===== config.mk =====
export PLATFORM = sky130hd
export DESIGN_NAME = uss_top
export DESIGN_NICKNAME = d
export VERILOG_FILES = /design/src/hdl/uss_pkg.sv /design/src/hdl/uss_top.sv
export SDC_FILE = /design/constraint.sdc
export NUM_CORES = 1
export LEC_CHECK = 0
export BUFFER_PORTS_ARGS = -buffer_cell sky130_fd_sc_hd__buf_2
export CORE_ASPECT_RATIO = 2
export CORE_MARGIN = 2
export CORE_UTILIZATION = 46
export CTS_CLUSTER_SIZE = 16
export DETAILED_ROUTE_END_ITERATION = 7
export GPL_TIMING_DRIVEN = 0
export PLACE_DENSITY = 0.71
export SYNTH_ARGS = -nofsm -noshare
export SYNTH_HDL_FRONTEND = slang
export SYNTH_SLANG_ARGS = --single-unit

===== constraint.sdc =====
create_clock -name CLOCK -period 1.9 [get_ports CLOCK]
set_input_delay 0.285 -clock CLOCK [delete_from_list [all_inputs] [get_ports CLOCK]]
set_output_delay 0.285 -clock CLOCK [all_outputs]
set_load 0.1 [all_outputs]

===== src/hdl/uss_pkg.sv =====
package uss_pkg;

  // ****************************************
  // register map (index; byte address is four times the index)
  // ****************************************
  localparam logic [5:0] IDX_CTRL = 6'h0d;
  localparam logic [5:0] IDX_STAT = 6'h0e;
  localparam logic [5:0] IDX_DATA = 6'h0f;
  localparam logic [5:0] IDX_RBUF = 6'h10;
  localparam logic [5:0] IDX_CFG = 6'h11;

  localparam logic [7:0] CTRL_RST = 8'h00;
  localparam logic [7:0] STAT_RST = 8'h00;
  localparam logic [7:0] DATA_RST = 8'h00;
  localparam logic [5:0] CFG_RST = 6'h00;

  // serial_status bits
  localparam int STAT_START = 7;
  localparam int STAT_WRAP = 6;
  localparam int STAT_STOP = 5;
  // serial_control strobe bits
  localparam int CTRL_SOFT_CLK = 1;
  localparam int CTRL_TOGGLE = 0;

  localparam logic [3:0] CNT_MAX = 4'hf;
  localparam logic [3:0] CNT_ONE = 4'h1;

  localparam logic [1:0] WM_OFF = 2'h0;
  localparam logic [1:0] WM_THREE = 2'h1;
  localparam logic [1:0] WM_TWO = 2'h2;
  localparam logic [1:0] WM_TWO_HOLD = 2'h3;

  localparam logic [1:0] SLEEP_IDLE = 2'h0;

  // ****************************************
  // timing
  // ****************************************
  localparam int CLK_PERIOD_NS = 50;
  // the serial clock may run at most at half the system clock rate
  localparam int SCK_RATE_DIV = 2;
  localparam int SCK_MIN_PERIOD_NS = CLK_PERIOD_NS * SCK_RATE_DIV;

  // ****************************************
  // types
  // ****************************************
  typedef struct packed {
    logic start_ie;
    logic wrap_ie;
    logic [1:0] wire_sel;
    logic [1:0] clk_src;
  } uss_ctrl_t;

  typedef struct packed {
    logic [1:0] sleep_mode;
    logic clock_port;
    logic clock_out_en;
    logic data_out_en;
    logic global_ie;
  } uss_cfg_t;

endpackage : uss_pkg


===== src/hdl/uss_top.sv =====
// The APB register port was chosen for this implementation.
`timescale 1ns/1ps
// Operation
// serial clock at most half system clock
// two-wire slave holds clock low until ready
// external clock: both edges count once
// counter preset F: next edge sets wrap
// shift left on selected clock source
// data write beats same-cycle shift
// inputs feed shifter even with outputs off
// serial out from bit 7 via latch
// latch open half cycle external, always internal
// transfer end copies shifter to buffer
// two-wire start condition sets start flag
// three-wire/off external edge sets start flag
// flag with enables requests interrupt, even pending
// start flag write-one clear releases hold
// counter wrap 15 to 0 sets flag
// wrap flag write-one clear releases hold
// start wakes any sleep, wrap idle only
// stop condition flag, write-one clear, no irq
// collision bit: bit 7 differs from pin
// status low nibble is live counter
// counter counts each selected clock event
// external source plus soft strobe: toggle clocks
// two-wire: clock held low after start
// mode 11: clock held low after wrap
// strobe bits pulse once, read zero
module uss_top (
  input wire logic CLOCK,
  input wire logic RESET,
  input wire logic PSEL,
  input wire logic PENABLE,
  input wire logic PWRITE,
  input wire logic [7:0] PADDR,
  input wire logic [31:0] PWDATA,
  output logic [31:0] PRDATA,
  output logic PREADY,
  output logic PSLVERR,
  input wire logic TIMER_ZERO_MATCH,
  input wire logic SERIAL_IN_PIN,
  output logic SERIAL_IN_OUT,
  output logic SERIAL_IN_OE_N,
  output logic DATA_OUT_PIN,
  output logic DATA_OUT_OE_N,
  input wire logic SERIAL_CLOCK_PIN,
  output logic SERIAL_CLOCK_OUT,
  output logic SERIAL_CLOCK_OE_N,
  output logic IRQ_REQ,
  output logic WAKE_REQ
);

  // ****************************************
  // decode helpers
  // ****************************************
  function automatic logic [5:0] reg_index(input logic [7:0] addr);
    reg_index = addr[7:2];
  endfunction : reg_index

  function automatic logic is_mapped(input logic [7:0] addr);
    logic [5:0] idx;
    idx = addr[7:2];
    is_mapped = (addr[1:0] == 2'h0) &&
                (idx == uss_pkg::IDX_CTRL || idx == uss_pkg::IDX_STAT ||
                 idx == uss_pkg::IDX_DATA || idx == uss_pkg::IDX_RBUF ||
                 idx == uss_pkg::IDX_CFG);
  endfunction : is_mapped

  uss_pkg::uss_ctrl_t ctrl_reg;
  uss_pkg::uss_cfg_t cfg_reg;
  logic soft_sel_reg;
  logic [7:0] data_reg;
  logic [7:0] data_next;
  logic [7:0] rbuf_reg;
  logic [3:0] cnt_reg;
  logic [3:0] cnt_next;
  logic start_flag_reg;
  logic wrap_flag_reg;
  logic stop_flag_reg;
  logic start_hold_reg;
  logic latch_reg;
  logic latch_next;
  logic pready_reg;
  logic [31:0] prdata_reg;
  logic pslverr_reg;
  logic sck_meta_reg;
  logic sck_sync_reg;
  logic sck_last_reg;
  logic sda_meta_reg;
  logic sda_sync_reg;
  logic sda_last_reg;
  logic sda_out_oe_n_reg;
  logic do_oe_n_reg;
  logic sck_out_reg;
  logic sck_oe_n_reg;
  logic irq_reg;
  logic wake_reg;

  logic access;
  logic wr_en;
  logic ctrl_wr;
  logic stat_wr;
  logic data_wr;
  logic cfg_wr;
  logic soft_clk_pulse;
  logic toggle_pulse;
  logic sck_rise;
  logic sck_fall;
  logic two_wire;
  logic ext_src;
  logic shift_evt;
  logic count_evt;
  logic wrap_evt;
  logic start_evt;
  logic stop_evt;
  logic collision;
  logic latch_open;
  logic scl_pull;

  // ****************************************
  // apb slave: zero wait states, pready raised in the first access cycle
  // ****************************************
  assign access = PSEL && PENABLE && pready_reg;
  assign wr_en = access && PWRITE;
  assign ctrl_wr = wr_en && reg_index(PADDR) == uss_pkg::IDX_CTRL;
  assign stat_wr = wr_en && reg_index(PADDR) == uss_pkg::IDX_STAT;
  assign data_wr = wr_en && reg_index(PADDR) == uss_pkg::IDX_DATA;
  assign cfg_wr = wr_en && reg_index(PADDR) == uss_pkg::IDX_CFG;
  // strobes pulse only in the write cycle; the soft clock bit is also kept in soft_sel_reg
  assign soft_clk_pulse = ctrl_wr && PWDATA[uss_pkg::CTRL_SOFT_CLK];
  assign toggle_pulse = ctrl_wr && PWDATA[uss_pkg::CTRL_TOGGLE];

  always_ff @(posedge CLOCK) begin
    if (RESET) begin
      pready_reg <= 1'b0;
      pslverr_reg <= 1'b0;
    end else begin
      pready_reg <= PSEL && !PENABLE;
      pslverr_reg <= PSEL && !PENABLE && !is_mapped(PADDR);
    end
  end

  // read data is captured in the setup cycle; no read has side effects
  always_ff @(posedge CLOCK) begin
    if (RESET) begin
      prdata_reg <= 32'h0;
    end else if (PSEL && !PENABLE && !PWRITE && is_mapped(PADDR)) begin
      unique case (reg_index(PADDR))
        uss_pkg::IDX_CTRL: prdata_reg <= {24'h0, ctrl_reg, 2'h0};
        uss_pkg::IDX_STAT: prdata_reg <= {24'h0, start_flag_reg, wrap_flag_reg,
                                          stop_flag_reg, collision, cnt_reg};
        uss_pkg::IDX_DATA: prdata_reg <= {24'h0, data_reg};
        uss_pkg::IDX_RBUF: prdata_reg <= {24'h0, rbuf_reg};
        default: prdata_reg <= {26'h0, cfg_reg};
      endcase
    end else begin
      prdata_reg <= 32'h0;
    end
  end

  // ****************************************
  // control and configuration
  // ****************************************
  always_ff @(posedge CLOCK) begin
    if (RESET) begin
      ctrl_reg <= uss_pkg::uss_ctrl_t'(uss_pkg::CTRL_RST[7:2]);
      soft_sel_reg <= 1'b0;
    end else if (ctrl_wr) begin
      ctrl_reg <= uss_pkg::uss_ctrl_t'(PWDATA[7:2]);
      soft_sel_reg <= PWDATA[uss_pkg::CTRL_SOFT_CLK];
    end
  end

  always_ff @(posedge CLOCK) begin
    if (RESET) begin
      cfg_reg <= uss_pkg::uss_cfg_t'(uss_pkg::CFG_RST);
    end else if (cfg_wr) begin
      cfg_reg <= uss_pkg::uss_cfg_t'(PWDATA[5:0]);
    end else if (toggle_pulse) begin
      cfg_reg.clock_port <= !cfg_reg.clock_port;
    end
  end

  // ****************************************
  // pin synchronisers and edge detect
  // ****************************************
  always_ff @(posedge CLOCK) begin
    if (RESET) begin
      sck_meta_reg <= 1'b1;
      sck_sync_reg <= 1'b1;
      sck_last_reg <= 1'b1;
      sda_meta_reg <= 1'b1;
      sda_sync_reg <= 1'b1;
      sda_last_reg <= 1'b1;
    end else begin
      sck_meta_reg <= SERIAL_CLOCK_PIN;
      sck_sync_reg <= sck_meta_reg;
      sck_last_reg <= sck_sync_reg;
      sda_meta_reg <= SERIAL_IN_PIN;
      sda_sync_reg <= sda_meta_reg;
      sda_last_reg <= sda_sync_reg;
    end
  end

  // one edge per system clock at most; faster serial clocks lose edges
  assign sck_rise = sck_sync_reg && !sck_last_reg;
  assign sck_fall = !sck_sync_reg && sck_last_reg;
  assign two_wire = ctrl_reg.wire_sel[1];
  assign ext_src = ctrl_reg.clk_src[1];
  // start: data falls while clock stays high; stop: data rises likewise
  assign start_evt = two_wire ? (sck_sync_reg && sck_last_reg && sda_last_reg && !sda_sync_reg)
                   : (ext_src && !soft_sel_reg && (sck_rise || sck_fall));
  assign stop_evt = two_wire && sck_sync_reg && sck_last_reg &&
                    !sda_last_reg && sda_sync_reg;

  // ****************************************
  // clock source selection
  // ****************************************
  // pin inputs are used whatever the wire mode, see
  always_comb begin
    shift_evt = 1'b0;
    count_evt = 1'b0;
    unique case (ctrl_reg.clk_src)
      2'h0: begin
        shift_evt = soft_clk_pulse;
        count_evt = soft_clk_pulse || toggle_pulse;
      end
      2'h1: begin
        shift_evt = TIMER_ZERO_MATCH;
        count_evt = TIMER_ZERO_MATCH;
      end
      default: begin
        if (soft_sel_reg) begin
          shift_evt = toggle_pulse;
          count_evt = toggle_pulse;
        end else begin
          shift_evt = ctrl_reg.clk_src[0] ? sck_fall : sck_rise;
          count_evt = sck_rise || sck_fall;
        end
      end
    endcase
  end

  // ****************************************
  // shifter, counter and receive buffer
  // ****************************************
  always_comb begin
    if (data_wr) begin
      data_next = PWDATA[7:0];
    end else if (shift_evt) begin
      data_next = {data_reg[6:0], sda_sync_reg};
    end else begin
      data_next = data_reg;
    end
  end

  // a status write owns the counter in its cycle, so a wrap then is lost
  assign wrap_evt = count_evt && !stat_wr && cnt_reg == uss_pkg::CNT_MAX;

  always_comb begin
    if (stat_wr) begin
      cnt_next = PWDATA[3:0];
    end else if (count_evt) begin
      cnt_next = cnt_reg + uss_pkg::CNT_ONE;
    end else begin
      cnt_next = cnt_reg;
    end
  end

  always_ff @(posedge CLOCK) begin
    if (RESET) begin
      data_reg <= uss_pkg::DATA_RST;
      cnt_reg <= uss_pkg::STAT_RST[3:0];
    end else begin
      data_reg <= data_next;
      cnt_reg <= cnt_next;
    end
  end

  always_ff @(posedge CLOCK) begin
    if (RESET) begin
      rbuf_reg <= uss_pkg::DATA_RST;
    end else if (wrap_evt) begin
      rbuf_reg <= data_next;
    end
  end

  // ****************************************
  // flags: a set in the clearing cycle wins
  // ****************************************
  always_ff @(posedge CLOCK) begin
    if (RESET) begin
      start_flag_reg <= 1'b0;
      wrap_flag_reg <= 1'b0;
      stop_flag_reg <= 1'b0;
    end else begin
      start_flag_reg <= start_evt ||
        (start_flag_reg && !(stat_wr && PWDATA[uss_pkg::STAT_START]));
      wrap_flag_reg <= wrap_evt ||
        (wrap_flag_reg && !(stat_wr && PWDATA[uss_pkg::STAT_WRAP]));
      stop_flag_reg <= stop_evt ||
        (stop_flag_reg && !(stat_wr && PWDATA[uss_pkg::STAT_STOP]));
    end
  end

  assign collision = data_reg[7] != sda_sync_reg;

  // ****************************************
  // clock hold and output latch
  // ****************************************
  // hold begins at the master's falling clock edge after the start
  always_ff @(posedge CLOCK) begin
    if (RESET) begin
      start_hold_reg <= 1'b0;
    end else begin
      start_hold_reg <= two_wire && start_flag_reg &&
                        (start_hold_reg || sck_fall);
    end
  end

  assign scl_pull = !cfg_reg.clock_port || start_hold_reg ||
    (ctrl_reg.wire_sel == uss_pkg::WM_TWO_HOLD && wrap_flag_reg);

  // the open half ends at the sampling edge, so output moves on the other
  assign latch_open = !ext_src || (sck_sync_reg == ctrl_reg.clk_src[0]);
  assign latch_next = latch_open ? data_next[7] : latch_reg;

  always_ff @(posedge CLOCK) begin
    if (RESET) begin
      latch_reg <= 1'b1;
      sda_out_oe_n_reg <= 1'b1;
      do_oe_n_reg <= 1'b1;
      sck_out_reg <= 1'b1;
      sck_oe_n_reg <= 1'b1;
    end else begin
      latch_reg <= latch_next;
      sda_out_oe_n_reg <= !(two_wire && cfg_reg.data_out_en && !latch_next);
      do_oe_n_reg <= !(ctrl_reg.wire_sel == uss_pkg::WM_THREE && cfg_reg.data_out_en);
      sck_out_reg <= two_wire ? 1'b0 : cfg_reg.clock_port;
      unique case (ctrl_reg.wire_sel)
        uss_pkg::WM_OFF: sck_oe_n_reg <= 1'b1;
        uss_pkg::WM_THREE: sck_oe_n_reg <= !cfg_reg.clock_out_en;
        default: sck_oe_n_reg <= !(cfg_reg.clock_out_en && scl_pull);
      endcase
    end
  end

  // ****************************************
  // interrupt request and wake
  // ****************************************
  always_ff @(posedge CLOCK) begin
    if (RESET) begin
      irq_reg <= 1'b0;
      wake_reg <= 1'b0;
    end else begin
      irq_reg <= cfg_reg.global_ie && ((start_flag_reg && ctrl_reg.start_ie) ||
                                       (wrap_flag_reg && ctrl_reg.wrap_ie));
      wake_reg <= (start_flag_reg && ctrl_reg.start_ie) ||
                  (wrap_flag_reg && ctrl_reg.wrap_ie &&
                   cfg_reg.sleep_mode == uss_pkg::SLEEP_IDLE);
    end
  end

  assign PRDATA = prdata_reg;
  assign PREADY = pready_reg;
  assign PSLVERR = pslverr_reg;
  assign SERIAL_IN_OUT = 1'b0;
  assign SERIAL_IN_OE_N = sda_out_oe_n_reg;
  assign DATA_OUT_PIN = latch_reg;
  assign DATA_OUT_OE_N = do_oe_n_reg;
  assign SERIAL_CLOCK_OUT = sck_out_reg;
  assign SERIAL_CLOCK_OE_N = sck_oe_n_reg;
  assign IRQ_REQ = irq_reg;
  assign WAKE_REQ = wake_reg;

endmodule : uss_top


* Word level (Yosys, flattened, before mapping)
Cells that the tools add are included.
** Storage, ports and cells
- Output and inout port bits :: 42
- Input port bits :: 48
- Flip-flop bits (word level) :: 84
** Cells by class
- $add $sub $neg :: 1
- Multiplexer cells :: 16
- Bitwise operators :: 1
- Reduce and logical (&&, ||, !) cells :: 85
- Equal/unequal tests :: 11
** Operators by type and width (number)
- 1-bit logical AND :: 44
- 8-bit one-hot mux with 4 select lines :: 1
- 1-bit logical NOT :: 19
- 6-bit by 4-bit equality test with 1-bit output, second input constant :: 3
- 8-bit two-way mux :: 2
- 1-bit logical OR :: 15
- 6-bit by 5-bit equality test with 1-bit output, second input constant :: 2
- 2-bit logical NOT :: 4
- 1-bit two-way mux :: 8
- 4-bit two-way mux :: 2
- 1-bit one-hot mux with 2 select lines :: 3
- 4-bit by 1-bit adder with 4-bit output, second input constant :: 1
- 2-bit by 1-bit equality test with 1-bit output, second input constant :: 2
- 4-bit equality test, second input constant :: 1
- 2-bit nonzero test :: 2
- 2-bit equality test, second input constant :: 1
- 2-bit OR reduction :: 1
- 1-bit equality test :: 1
- 1-bit != test :: 1
- 1-bit NOT :: 1

* Longest topological paths before layout
- Depth in word-level cells :: 13
- Depth in mapped cells :: 8
- Mapped depth without buffers :: 7

* Worst setup path before layout
Ideal clock, no wire load.
- Path kind :: reg2reg
- Start :: register pready_reg, in the netlist PREADY
- End :: register latch_reg, in the netlist DATA_OUT_PIN
- Arrival :: 2.511 ns
- Setup time :: 0.087 ns
- Required time :: 1.813 ns
- Path buffers :: 3
- Cell stages (with the launch flop) :: 9
- Setup slack :: -0.698 ns
- Cells stage by stage :: dfxtp_1 and4_4 buf_6 and4b_4 buf_6 a21o_1 buf_6 mux2_4 o31ai_1
** Between the ends
- Word-level cells in the longest chain between the ends :: 9
- Elaborated cells between the ends (all ways) :: 11
** Ends and longest elaborated chain
- start, declared :: RTL line uss_top.sv:83 : logic pready_reg;
- start signal, assigned :: RTL line uss_top.sv:138 : pready_reg <= PSEL && !PENABLE;
- 1-bit logical AND * :: RTL line uss_top.sv:123 : assign access = PSEL && PENABLE && pready_reg;
- 1-bit logical AND * :: RTL line uss_top.sv:124 : assign wr_en = access && PWRITE;
- 1-bit logical AND :: RTL line uss_top.sv:125 : assign ctrl_wr = wr_en && reg_index(PADDR) == uss_pkg::IDX_CTRL;
- 1-bit logical AND :: RTL line uss_top.sv:131 : assign toggle_pulse = ctrl_wr && PWDATA[uss_pkg::CTRL_TOGGLE];
- 1-bit two-way mux :: RTL line uss_top.sv:233 : if (soft_sel_reg) begin
- 1-bit one-hot mux with 2 select lines :: RTL line uss_top.sv:223 : unique case (ctrl_reg.clk_src)
- 8-bit two-way mux :: RTL line uss_top.sv:250 : end else if (shift_evt) begin
- 8-bit two-way mux * :: RTL line uss_top.sv:248 : if (data_wr) begin
- 1-bit two-way mux * :: RTL line uss_top.sv:326 : assign latch_next = latch_open ? data_next[7] : latch_reg;
- end signal, assigned :: RTL line uss_top.sv:336 : latch_reg <= latch_next;
- end, declared :: RTL line uss_top.sv:81 : logic latch_reg;
Mark *: on every way between the ends. The rest lies on a longest branch, timed or not.
A chain may end at the register's enable or synchronous reset.

* Worst setup path in the final report
- Start :: register pready_reg, in the netlist PREADY
- End :: register rbuf_reg[2]
** Between the ends
- Word-level cells in the longest chain between the ends :: 8
- Elaborated cells between the ends (all ways) :: 17
** Ends and longest elaborated chain
- 1-bit logical AND * :: RTL line uss_top.sv:123
- 1-bit logical AND * :: RTL line uss_top.sv:124
- 1-bit logical AND :: RTL line uss_top.sv:125
- 1-bit logical AND, on equally long branches :: RTL line uss_top.sv:131, uss_top.sv:130
- 1-bit two-way mux or 1-bit logical OR (tied branches) :: RTL line uss_top.sv:233, uss_top.sv:226
- 1-bit one-hot mux with 2 select lines :: RTL line uss_top.sv:223
- 8-bit two-way mux or 1-bit logical AND (tied branches) :: RTL line uss_top.sv:250, uss_top.sv:258
- 8-bit two-way mux or 1-bit logical AND (tied branches) :: RTL line uss_top.sv:248, uss_top.sv:258
- end signal, assigned :: RTL line uss_top.sv:282 : rbuf_reg <= uss_pkg::DATA_RST;
- end signal, assigned :: RTL line uss_top.sv:284 : rbuf_reg <= data_next;
- end, declared :: RTL line uss_top.sv:74 : logic [7:0] rbuf_reg;
Marks and branches as above.

==> impl_metrics.toml <==
[status]
outcome = "finished, final reports clean"

[sta]
grt_setup_unrepaired = "false"
slew_headroom_pct = 56.1
hold_viol_final = 0
fmax_mhz = 548
clock_skew_ns = 0.00560
fin_crit_ns = 1.82
finalSetupViolCount = 0
min_period_over_period_pct = 96.0
drv_slew = 0
tightestPinTransition_ns = 0.657
fin_ws_ns = 0.0768

[power_and_ir_drop]
leakage_nw = 1.59
total_power_w = 0.00318
power_density_nw_per_um2 = 821
ir_drop_mv = 0.875

[cts]
cts_root_buffer = "clkbuf_16"
cts_hold_buf = 0
path_clk_slew_ns = 0.05
cts_buffer_depth = 2
cts_buffers = 9
clock_latency_ns = 0.33
cts_tree = "done"
cts_max_level = 3
clock_sinks = 60

[critical_path]
slowest_delay_ns = 0.34
critPathKind = "reg -> reg"
cp_top_family = "simple AND/OR/NAND/NOR gates"
critPathCaptureType = "flip-flop"
crit_required_ns = 2.17
crit_fanout = 8
worst-path-buf-inv = 3
crit_arrival_ns = 2.09
start_kind = "flip-flop"
critical-path-slowest-cell = "dfxtp_4"
crit_chain = "and4_4 -> and4b_4 -> buf_8 -> a21o_1 -> buf_6 -> buf_12 -> mux2i_1 -> a32o_1"

[logic_synthesis]
synth.top_cells.by_count = "60 x dfxtp_1, 39 x nand2_1, 31 x nor2_1"
yosysMostFrequentCell = "dfxtp_1"
avgSynthCellArea_um2 = 8.62
synth_area_leaders = "dfxtp_1 40%, buf_4 6.2%, mux2i_1 5.0%, nand2_1 4.9%, nor2_1 3.9%"
synth.top_cell.area_share_pct = 39.9
yosysWarnings = 0
synth_area_leader_cell = "dfxtp_1"
syn-cell-area_um2 = 3010
async_flop_share_pct = 0
ys_ff_latch = 60
ys_types = 56
syn_inst = 349
synth_ff_type = "dfxtp_1"
synth_edf_count = 0
yosysSeqAreaShare_pct = 39.9

[drt]
drt-wirelength-per-cell_um = 16.4
num_vias = 2850
wirelength_mm = 8.58
vias_per_cell = 5.44
drtPass1Iterations = 6
drt_iter0_markers = 128
route.detailed.drc = 0
antenna_left = 0

[finish]
fillers = 556
layout-drive-gt1-share_pct = 28.3
utilization_pct = 61.3
synthToLayoutAreaGrowth_pct = 28.5
n_antenna_cell = 0
finalNetCount = 486
finalNonFillerCells = 524

[global_routing]
grt_max_degree = 11
grtUsageTotal_pct = 24.6
grt_antenna_before_repair = 0
grt_pass1_wl_mm = 13.1
grt_pass1_vias = 2686
grt_overflow = 0

[placed_design]
dp.cells = 499
io_buffers = 40
place_ws_ns = -0.346
place.gp.congestion = 0.924
dpl.hpwl_mm = 6.27

[die]
num_io_pins = 90
fp.dieW_um = 61.2
core_um2 = 6310
rows = 41
fp.dieArea_um2 = 7240
fp.dieH_um = 118
initial_utilization_pct = 47.7

[flow_run]
maxCapViolations = 0

[worst_hold_path]
hp-class = "in -> reg"
==> layer usage <==
layer  vias to the layer above  routed length [um]  GRT usage (%)
met2                       138                4390           42.2
met5                         -                   0              0
met4                         0                 470           15.8
li1                       1357                   -              -
met1                      1316                3180           24.6
met3                        39                 539           6.02
==> worst reg2reg max path, cell delays in order, from the launching register on <==
cell	delay (ns)
dfxtp_4	0.34
and4_4	0.25
and4b_4	0.25
buf_8	0.13
a21o_1	0.13
buf_6	0.12
buf_12	0.14
mux2i_1	0.23
a32o_1	0.19
==> cell usage in the layout (no fill, tap or decap), drive strengths merged, types with 3 or more instances in the layout <==
cell    count
nand3      13
inv         9
a21o        3
nand2b      9
nand2      39
a211oi      4
mux2i      15
or2         7
conb       25
o31ai       4
clkbuf     21
and3b       6
a32o        6
nor3        6
a22oi       5
or3         4
o21ai      14
a222oi      4
a21oi      21
buf        84
dfxtp      60
o211ai      3
nor2       32
nor2b       4
ha          4
==> worst paths after layout <==
| check | start | end | slack, ns | cells past startpoint |
|---|---|---|---|---|
| max | PREADY | rbuf_reg[2] | 0.08 | 8 |
| min | SERIAL_IN_PIN | sda_meta_reg | 0.14 | 2 |
| max reg2reg | PREADY | rbuf_reg[2] | 0.08 | 8 |
| min reg2reg | sck_meta_reg | sck_sync_reg | 0.41 | 1 |
==> logic make-up (layout without fill, tap and decap cells) <==
family,Yosys count,after routing,synth area share (%)
mux,16,16,5.49
xor+xnor,4,4,1.16
simple gates,139,139,24.4
other cells,1,25,0.125
compound gates,74,74,16.9
buf+inv,51,116,10.4
fa+ha+maj,4,4,1.66
flops,60,60,39.9
==> cell type report <==
cell class,instances,area (um^2),area share (%)
repair buffers,52,303,7.83
clock inverters,2,10.0,0.259
well taps,86,108,2.78
inverters,9,33.8,0.874
multi-input cells,262,1670,43.3
clock buffers,13,260,6.73
flip-flops and latches,60,1210,31.2
plain buffers,40,274,7.09
==> stage by stage <==
stage	hold slack, ns	setup TNS (ns)	instance area [um^2]
after floorplan	0.371	-0.680	3120
after global placement	0.393	-4.57	3430
after detailed placement	0.400	-4.75	3430
after CTS	0.130	-0.0348	3730
after global routing	0.144	0	3870
final	0.138	0	3870
==> what timing repair did <==
action,in CTS,in global routing
hold endpoints to repair,0,0
buffers inserted,2,10
gates resized for setup,2,18
gates cloned,0,0
endpoints found under the setup margin,14,30
pin swaps,2,5
==> power by group <==
group / internal, W / switching [W]
sequential: 0.00127 / 0.00000657
combinational: 0.0000870 / 0.000335
clock: 0.000940 / 0.000539
total: 0.00230 / 0.000880
(Power assumes the default switching activity.)
